<file path="config.mk">
export PLATFORM = sky130hd
export DESIGN_NAME = ipr_resolver
export DESIGN_NICKNAME = d
export VERILOG_FILES = /design/src/rtl/ipr_pkg.sv /design/src/rtl/ipr_pin_detect.sv /design/src/rtl/ipr_resolver.sv
export VERILOG_INCLUDE_DIRS = /design/src /design/src/rtl
export SDC_FILE = /design/constraint.sdc
export NUM_CORES = 1
export LEC_CHECK = 0
export ABC_AREA = 1
export BUFFER_PORTS_ARGS = -buffer_cell sky130_fd_sc_hd__buf_4
export CAP_MARGIN = 20
export CORE_UTILIZATION = 39
export DETAILED_ROUTE_END_ITERATION = 7
export SLEW_MARGIN = 20
export SYNTH_ARGS = -nofsm -noshare
export SYNTH_HDL_FRONTEND = slang
export SYNTH_SLANG_ARGS = --single-unit
</file>
<file path="constraint.sdc">
create_clock -name clk -period 2.2 [get_ports clk]
set_input_delay 0.11 -clock clk [delete_from_list [all_inputs] [get_ports clk]]
set_output_delay 0.11 -clock clk [all_outputs]
set_load 0.02 [all_outputs]
</file>
<file path="src/rtl/ipr_defs.svh">
// constants of the interrupt priority resolver
`ifndef IPR_DEFS_SVH
`define IPR_DEFS_SVH

// source count and rank index of each group start
`define IPR_NUM_SRC 42
`define IPR_NUM_L3 6
`define IPR_IDX_RESET 0
`define IPR_IDX_NMI 5
`define IPR_IDX_PIN 6
`define IPR_IDX_DMA 10
`define IPR_IDX_HOST 16
`define IPR_IDX_SSP0 19
`define IPR_IDX_SSP1 25
`define IPR_IDX_ASYNC 31
`define IPR_IDX_TMR 36

// maskable group numbers inside core_priority_config
`define IPR_NUM_GRP 10
`define IPR_GRP_DMA 4
`define IPR_GRP_HOST 5
`define IPR_GRP_SSP0 6
`define IPR_GRP_SSP1 7
`define IPR_GRP_ASYNC 8
`define IPR_GRP_TMR 9

// levels
`define IPR_LVL_NMI 2'h3
`define IPR_LVL_RST 2'h0

// vector table offsets, rank order, entry 41 first
`define IPR_OFF_TABLE { \
  8'h2C, 8'h2E, 8'h28, 8'h2A, 8'h24, 8'h26, \
  8'h58, 8'h56, 8'h54, 8'h50, 8'h52, \
  8'h46, 8'h4A, 8'h48, 8'h44, 8'h40, 8'h42, \
  8'h36, 8'h3A, 8'h38, 8'h34, 8'h30, 8'h32, \
  8'h60, 8'h62, 8'h64, \
  8'h22, 8'h20, 8'h1E, 8'h1C, 8'h1A, 8'h18, \
  8'h16, 8'h14, 8'h12, 8'h10, \
  8'h0A, 8'h08, 8'h06, 8'h04, 8'h02, 8'h00}
`define IPR_OFF_DMA0 8'h18

`endif

</file>
<file path="src/rtl/ipr_pkg.sv">
// types of the interrupt priority resolver
package ipr_pkg;
  typedef logic [1:0] ipr_lvl_t;
  typedef logic [5:0] ipr_src_t;
  typedef logic [7:0] ipr_off_t;
endpackage

</file>
<file path="src/rtl/ipr_pin_detect.sv">
// synchroniser and level or falling edge detector for one request pin
`timescale 1ns/100ps
`include "ipr_defs.svh"
module ipr_pin_detect
  import ipr_pkg::*;
(
  input wire logic clk,
  input wire logic rst_n,
  input wire logic pin_n,
  input wire logic edge_mode,
  input wire logic clear,
  output logic request
);

  logic sync1;
  logic sync2;
  logic prev;
  logic latched;
  logic fall;

  // ==========================================
  // two-flop synchroniser
  always_ff @(posedge clk or negedge rst_n) begin
    if (!rst_n) begin
      sync1 <= 1'b1;
      sync2 <= 1'b1;
      prev <= 1'b1;
    end else begin
      sync1 <= pin_n;
      sync2 <= sync1;
      prev <= sync2;
    end
  end

  assign fall = prev && !sync2;

  // ==========================================
  // edge latch, set beats clear
  always_ff @(posedge clk or negedge rst_n) begin
    if (!rst_n) begin
      latched <= 1'b0;
    end else if (!edge_mode) begin
      latched <= 1'b0;
    end else if (fall) begin
      latched <= 1'b1;
    end else if (clear) begin
      latched <= 1'b0;
    end
  end

  assign request = edge_mode ? latched : !sync2;

  // ==========================================
  // checks
  a_edge_caught: assert property (@(posedge clk) disable iff (!rst_n)
    edge_mode && fall |=> request)
    else $error("falling edge not latched");
  a_edge_held: assert property (@(posedge clk) disable iff (!rst_n)
    edge_mode && request && !clear |=> request || !edge_mode)
    else $error("edge request lost before service");

endmodule

</file>
<file path="src/rtl/ipr_resolver.sv">
// interrupt priority resolver: picks the request the core services next
// Function
// - at each instruction boundary the pending source with the highest level wins.
// - ties in level are broken by a fixed, non-programmable source ranking.
// - requests below the two-bit core mask level are ignored.
// - level 3 ranks reset, stack error, illegal, debug, trap, nmi pin.
// - in maskable levels, external pins A, B, C, D rank first.
// - dma channels 0 to 5 rank directly below the pins.
// - host command, transmit empty, receive full follow dma channel 5.
// - serial port 0: rx exception, rx, rx last, tx exception, tx last, tx.
// - serial port 1 follows with the same six-entry order.
// - async serial: rx exception, rx, tx, idle line, timer.
// - timers rank last: unit overflow before compare, units 0, 1, 2.
// - pin request is level when its trigger bit is 0, falling edge when 1.
// - vector is vector base plus the source's fixed even offset.
`timescale 1ns/100ps
`include "ipr_defs.svh"
module ipr_resolver
  import ipr_pkg::*;
#(
  parameter int NSRC = `IPR_NUM_SRC,
  parameter int VW = 24
) (
  input wire logic clk,
  input wire logic rst_n,
  input wire logic insn_boundary,
  input wire logic [1:0] core_mask,
  input wire logic [VW-1:0] vector_base,
  input wire logic hw_reset_request,
  input wire logic stack_error_request,
  input wire logic illegal_insn_request,
  input wire logic debug_request,
  input wire logic trap_request,
  input wire logic nmi_pin_n,
  input wire logic ext_pin_request_a_n,
  input wire logic ext_pin_request_b_n,
  input wire logic ext_pin_request_c_n,
  input wire logic ext_pin_request_d_n,
  input wire logic [3:0] pin_trigger_mode_bit,
  input wire logic [19:0] core_priority_config,
  input wire logic [9:0] group_enable,
  input wire logic [5:0] dma_request,
  input wire logic [2:0] host_request,
  input wire logic [5:0] sync_serial_port0_request,
  input wire logic [5:0] sync_serial_port1_request,
  input wire logic [4:0] async_serial_iface_request,
  input wire logic [5:0] timer_unit_request,
  output logic irq_take,
  output ipr_src_t irq_source,
  output ipr_lvl_t irq_level,
  output logic [VW-1:0] irq_vector
);

  localparam logic [NSRC*8-1:0] OFF_TABLE = `IPR_OFF_TABLE;

  logic rst_q1;
  logic rst_sync_n;
  logic [3:0] pin_req;
  logic [3:0] pin_clear;
  logic nmi_req;
  logic nmi_clear;
  logic [NSRC-1:0] pend;
  logic [NSRC-1:0] elig;
  ipr_lvl_t src_lvl [NSRC];
  logic src_en [NSRC];
  logic next_found;
  ipr_src_t next_win;
  ipr_lvl_t next_lvl;
  logic take_now;
  logic pref_hit;

  // ==========================================
  // reset release through two flops
  always_ff @(posedge clk or negedge rst_n) begin
    if (!rst_n) begin
      rst_q1 <= 1'b0;
      rst_sync_n <= 1'b0;
    end else begin
      rst_q1 <= 1'b1;
      rst_sync_n <= rst_q1;
    end
  end

  // ==========================================
  // external pins, one detector each
  ipr_pin_detect u_pin_a (
    .clk(clk), .rst_n(rst_sync_n), .pin_n(ext_pin_request_a_n),
    .edge_mode(pin_trigger_mode_bit[0]), .clear(pin_clear[0]), .request(pin_req[0]));
  ipr_pin_detect u_pin_b (
    .clk(clk), .rst_n(rst_sync_n), .pin_n(ext_pin_request_b_n),
    .edge_mode(pin_trigger_mode_bit[1]), .clear(pin_clear[1]), .request(pin_req[1]));
  ipr_pin_detect u_pin_c (
    .clk(clk), .rst_n(rst_sync_n), .pin_n(ext_pin_request_c_n),
    .edge_mode(pin_trigger_mode_bit[2]), .clear(pin_clear[2]), .request(pin_req[2]));
  ipr_pin_detect u_pin_d (
    .clk(clk), .rst_n(rst_sync_n), .pin_n(ext_pin_request_d_n),
    .edge_mode(pin_trigger_mode_bit[3]), .clear(pin_clear[3]), .request(pin_req[3]));
  // nmi pin is always edge triggered
  ipr_pin_detect u_pin_nmi (
    .clk(clk), .rst_n(rst_sync_n), .pin_n(nmi_pin_n),
    .edge_mode(1'b1), .clear(nmi_clear), .request(nmi_req));

  // ==========================================
  // pending vector in fixed rank order, bit 0 highest
  always_comb begin
    pend[`IPR_IDX_PIN-1:0] = {nmi_req, trap_request, debug_request,
      illegal_insn_request, stack_error_request, hw_reset_request};
    pend[`IPR_IDX_DMA-1:`IPR_IDX_PIN] = pin_req;
    pend[`IPR_IDX_HOST-1:`IPR_IDX_DMA] = dma_request;
    // host cmd, tx empty, rx full
    pend[`IPR_IDX_SSP0-1:`IPR_IDX_HOST] = host_request;
    pend[`IPR_IDX_SSP1-1:`IPR_IDX_SSP0] = sync_serial_port0_request;
    pend[`IPR_IDX_ASYNC-1:`IPR_IDX_SSP1] = sync_serial_port1_request;
    pend[`IPR_IDX_TMR-1:`IPR_IDX_ASYNC] = async_serial_iface_request;
    pend[NSRC-1:`IPR_IDX_TMR] = timer_unit_request;
  end

  // ==========================================
  // level and enable of each maskable source from its group; level 3 sources fixed and always enabled
  always_comb begin
    int g;
    g = 0;
    for (int i = 0; i < NSRC; i++) begin
      if (i < `IPR_NUM_L3) g = 0;
      else if (i < `IPR_IDX_DMA) g = i - `IPR_IDX_PIN;
      else if (i < `IPR_IDX_HOST) g = `IPR_GRP_DMA;
      else if (i < `IPR_IDX_SSP0) g = `IPR_GRP_HOST;
      else if (i < `IPR_IDX_SSP1) g = `IPR_GRP_SSP0;
      else if (i < `IPR_IDX_ASYNC) g = `IPR_GRP_SSP1;
      else if (i < `IPR_IDX_TMR) g = `IPR_GRP_ASYNC;
      else g = `IPR_GRP_TMR;
      if (i < `IPR_NUM_L3) begin
        src_lvl[i] = `IPR_LVL_NMI;
        src_en[i] = 1'b1;
      end else begin
        src_lvl[i] = core_priority_config[g*2 +: 2];
        src_en[i] = group_enable[g];
      end
    end
  end

  // ==========================================
  // mask filter, level 3 exempt
  always_comb begin
    for (int i = 0; i < NSRC; i++) begin
      elig[i] = pend[i] && src_en[i] &&
        ((i < `IPR_NUM_L3) || (src_lvl[i] >= core_mask));
    end
  end

  // ==========================================
  // highest level first
  // first in rank wins a tie
  always_comb begin
    next_found = 1'b0;
    next_win = '0;
    next_lvl = `IPR_LVL_RST;
    for (int i = 0; i < NSRC; i++) begin
      if (elig[i] && (!next_found || src_lvl[i] > next_lvl)) begin
        next_found = 1'b1;
        next_win = ipr_src_t'(i);
        next_lvl = src_lvl[i];
      end
    end
  end

  assign take_now = insn_boundary && next_found;

  // clear edge latches of the serviced pin
  always_comb begin
    for (int k = 0; k < 4; k++) begin
      pin_clear[k] = take_now && (next_win == ipr_src_t'(`IPR_IDX_PIN + k));
    end
    nmi_clear = take_now && (next_win == ipr_src_t'(`IPR_IDX_NMI));
  end

  // ==========================================
  // take pulse and winner outputs
  always_ff @(posedge clk or negedge rst_sync_n) begin
    if (!rst_sync_n) begin
      irq_take <= 1'b0;
    end else begin
      irq_take <= take_now;
    end
  end

  always_ff @(posedge clk or negedge rst_sync_n) begin
    if (!rst_sync_n) begin
      irq_source <= '0;
      irq_level <= `IPR_LVL_RST;
      irq_vector <= '0;
    end else if (take_now) begin
      irq_source <= next_win;
      irq_level <= next_lvl;
      irq_vector <= vector_base + VW'(OFF_TABLE[next_win*8 +: 8]);
    end
  end

  // ==========================================
  // checks and helper
  always_comb begin
    pref_hit = 1'b0;
    for (int i = 0; i < NSRC; i++) begin
      if (ipr_src_t'(i) < next_win && elig[i] && src_lvl[i] == next_lvl) pref_hit = 1'b1;
    end
  end

  a_take_boundary: assert property (@(posedge clk) disable iff (!rst_sync_n)
    irq_take |-> $past(insn_boundary))
    else $error("take without instruction boundary");
  a_l3_preempts: assert property (@(posedge clk) disable iff (!rst_sync_n)
    insn_boundary && (|pend[`IPR_NUM_L3-1:0]) |=> irq_take && irq_level == `IPR_LVL_NMI)
    else $error("level 3 request not taken first");
  a_rank_tie: assert property (@(posedge clk) disable iff (!rst_sync_n)
    take_now |-> !pref_hit)
    else $error("lower ranked source won a tie");
  a_mask_blocks: assert property (@(posedge clk) disable iff (!rst_sync_n)
    irq_take && irq_source >= ipr_src_t'(`IPR_NUM_L3) |-> irq_level >= $past(core_mask))
    else $error("masked level was serviced");
  a_reset_first: assert property (@(posedge clk) disable iff (!rst_sync_n)
    insn_boundary && hw_reset_request |=> irq_source == ipr_src_t'(`IPR_IDX_RESET))
    else $error("reset request did not win");
  a_pin_over_dma: assert property (@(posedge clk) disable iff (!rst_sync_n)
    take_now && next_win == ipr_src_t'(`IPR_IDX_DMA) |-> !(elig[`IPR_IDX_PIN] &&
      src_lvl[`IPR_IDX_PIN] == src_lvl[`IPR_IDX_DMA]))
    else $error("dma beat pin a at same level");
  a_vector_dma0: assert property (@(posedge clk) disable iff (!rst_sync_n)
    irq_take && irq_source == ipr_src_t'(`IPR_IDX_DMA) |->
      irq_vector == $past(vector_base) + VW'(`IPR_OFF_DMA0))
    else $error("dma 0 vector wrong");
  a_take_pulse: assert property (@(posedge clk) disable iff (!rst_sync_n)
    !take_now |=> !irq_take && $stable(irq_source) && $stable(irq_vector))
    else $error("outputs moved without a winning boundary");

  c_take_l3: cover property (@(posedge clk) disable iff (!rst_sync_n)
    irq_take && irq_level == `IPR_LVL_NMI);
  c_take_pin: cover property (@(posedge clk) disable iff (!rst_sync_n)
    irq_take && irq_source == ipr_src_t'(`IPR_IDX_PIN));
  c_take_timer: cover property (@(posedge clk) disable iff (!rst_sync_n)
    irq_take && irq_source == ipr_src_t'(NSRC - 1));
  c_all_masked: cover property (@(posedge clk) disable iff (!rst_sync_n)
    insn_boundary && (|pend) && !next_found);

endmodule

</file>
==> summary.txt <==
Power and ir drop
  • LEAKAGE: between 7 and 8 nW
  • Total power: 19.2 mW
  • P per Cell Area: 1480 nW/um^2
  • VDD IR max: 1.25 mV

STA
  • Setup ws final: -28350 ps
  • Min cycle time layout: 30550 ps
  • Relative slew slack: 54.1%
  • Setup-failing EPs final: 38
  • Final Skew: 3.56 ps
  • Slew Limit Fails: 0
  • Setup TNS Final: -991790 ps
  • Final hold violations: 0
  • Unrepaired setup endpoints after global routing: yes
  • Final Cycle Share: 1390%
  • Worst Hold Slack: 18.5 ps
  • Achievable Freq: 32.7 MHz
  • Slew at the pin closest to its max-slew limit: ~680 ps

Layout
  • Layout cells sized above 1: 53.9%
  • Most common cell after layout, fill and taps aside: buf_4
  • P&R area growth vs syn: 80.6%
  • Largest register FFs: 24
  • Most frequent cells in the layout: buf_4 (486), nand2_1 (241), inv_1 (164), nand2_2 (85), nor2_1 (64)
  • Ant diodes: 0
  • Fin util: 71.9%
  • Largest regs: irq_vector x24, irq_source x6, irq_level x2
  • Reg with most FFs: irq_vector
  • Final net count: 1815

Route
  • Vias: 8739
  • DRC: 0
  • Vias per inst: 4.69
  • DRT iter0 DRCs: 274
  • Antenna viol nets, final: 0
  • First-pass DRT Iterations: 5
  • Routed wire length: 22.6 mm
  • WL/cell: 12.1 um

Floorplanning
  • Core Area: 18000 sq um
  • Num rows: 49
  • Die width: approximately 140 um
  • Die ar.: 18900 sq um
  • Die Y: 138 um
  • Initial Util: 39.8%
  • # IOs: 138

Yosys
  • Seq/Total Area, Yosys: between 10% and 20%
  • Largest cells by area after synthesis: nand2_1 (16%), dfrtp_1 (14%), ha_1 (13%)
  • EDFF count, synth: 0
  • Prevailing post-synth register cell: dfrtp_1
  • Post-synth cell types: 54
  • Syn Area/Cell: 6.40 sq um
  • Yosys warns: 0
  • Post-Syn Instances: 1121
  • Biggest area consumer among synthesized cells: nand2_1
  • Asr flop ratio synth: 100%
  • Syn_nets: 1302
  • Post-synth top area share: 16.0%
  • Post-Syn Area: 7180 sq um
  • Seq cells post-synth: 55

Worst setup path
  • Reg2reg start: u_pin_nmi.latched$_DFFE_PN0P_
  • CP Capture Type: flip-flop
  • FF-to-FF setup slack: -28350 ps
  • Required time of the critical path: 2390 ps
  • Worst EP arrival: 30730 ps
  • R2R depth: 276
  • CP max FO: 6
  • CP peak stage delay: 410 ps
  • Type of the worst setup path: reg -> reg
  • CP dominant cell by count: nand2_2
  • Slowest-stage cell, CP: dfrtp_1
  • FF-to-FF End: irq_vector[23]$_DFFE_PN0P_
  • Worst setup SP type: flip-flop

Min path
  • Hold path start: vector_base[0]
  • Hold Crit Class: in -> reg
  • Min-Delay Path Depth: 3
  • Worst Hold Path EP: irq_vector[0]$_DFFE_PN0P_

GRT
  • GRT met3 Usage: approximately 2.7%
  • GR Layer Usage met1: ~28%
  • First-pass GRT wire length: 34.0 mm
  • Most Crowded Layer GR: met2
  • Met2 usage: 39.3%
  • Total track usage: 21.7%
  • Largest net degree at the start of global routing: 39
  • Gr ovfl total: 0
  • Vias in the first global route: 7953
  • Initial antenna violation count: 0

Clocking
  • Clock latency on the worst-skew pair: 290 ps
  • H-tree depth: 2
  • CTS Buf Count: 5
  • Root Driver: clkbuf_16
  • Sink Count: 55
  • CTS tree: done
  • CTS max path bufs: 2
  • Worst-path clk slew: 70 ps

Flow run
  • Max-Cap Viols: 0

Outcome
  • Failing checks: negative setup slack
  • Status: finished with violations

Placed design
  • Port-buffer cells: around 140
  • Detailed Place HPWL: 16.7 mm
  • Routability cong.: about 0.86
## worst max path at each step
stage / from / to / slack (ps) / cells after the start
2_1_floorplan: u_pin_nmi.latched$_DFFE_PN0P_ / irq_vector[23]$_DFFE_PN0P_ / -28050 / 285
3_5_place_dp: u_pin_nmi.latched$_DFFE_PN0P_ / irq_vector[21]$_DFFE_PN0P_ / -28670 / 270
4_1_cts: u_pin_nmi.latched$_DFFE_PN0P_ / irq_vector[23]$_DFFE_PN0P_ / -27940 / 298
3_3_place_gp: u_pin_nmi.latched$_DFFE_PN0P_ / irq_vector[21]$_DFFE_PN0P_ / -27950 / 267
5_1_grt: u_pin_nmi.latched$_DFFE_PN0P_ / irq_vector[23]$_DFFE_PN0P_ / -30340 / 283
6_report: u_pin_nmi.latched$_DFFE_PN0P_ / irq_vector[23]$_DFFE_PN0P_ / -28350 / 276
## cell type report
type | count | area [sq um]
clock buffer | 5 | 125
clock inverter | 3 | 26.3
fill | 1434 | 5070
inverter | 209 | 818
multi-input combinational | 847 | 6270
sequential | 55 | 1400
tap | 229 | 287
timing repair buffer | 516 | 4030
## synthesized netlist by cell type, drive strengths merged, types with 5 or more instances
cell type and number:
clkbuf 7, a21oi 36, o211ai 5, xnor2 10, inv 204, dfrtp 40, nand3b 6, nor2 86
o21ai 100, dfstp 15, nand3 96, nand4 13, o21a 6, xor2 11, clkinv 5, nand2 377
ha 75
## layer usage
| layer | vias up | share of wire, % |
|---|---|---|
| li1 | 4594 | - |
| met1 | 4002 | 45 |
| met2 | 125 | 51 |
| met3 | 18 | 3.1 |
| met4 | 0 | 0.90 |
| met5 | - | 0 |
## report_power, final
group          internal (mW)  total (mW)  switching (mW)
registers               1.27        1.40           0.135
clock network          0.435       0.810           0.374
logic                   8.79        17.0            8.22
## logic make-up after synthesis
group | share of synthesized area, %
fa+ha+maj | 13.4
compound gates | 12.5
xor+xnor | 2.56
buf+inv | 11.7
simple gates | 40.3
flops | 19.4
other cells | 0.0523
## timing repair
item,in CTS,in global routing
endpoints found under the hold margin,7,0
pin swaps,35,164
hold buffers,6,0
gates cloned,0,1
buffers inserted,2,64
setup endpoints to repair,38,38
gates resized for setup,47,220
## stage by stage
step,instance area [sq um],instances,worst slack (ps)
floorplan,7450,1121,-28050
global placement,11000,1784,-27950
detailed placement,11000,1784,-28670
CTS,11400,1800,-27940
global route,13000,1864,-30340
finish,13000,1864,-28350
## worst max-delay path, delay by kind of cell, from the launching register on
family          cells  cell delay [ps]
buf+inv            23             1490
fa+ha+maj          38             9080
xor+xnor            1              150
simple gates      166            13450
flops               1              410
compound gates     48             5860
(Power assumes the default switching activity.)
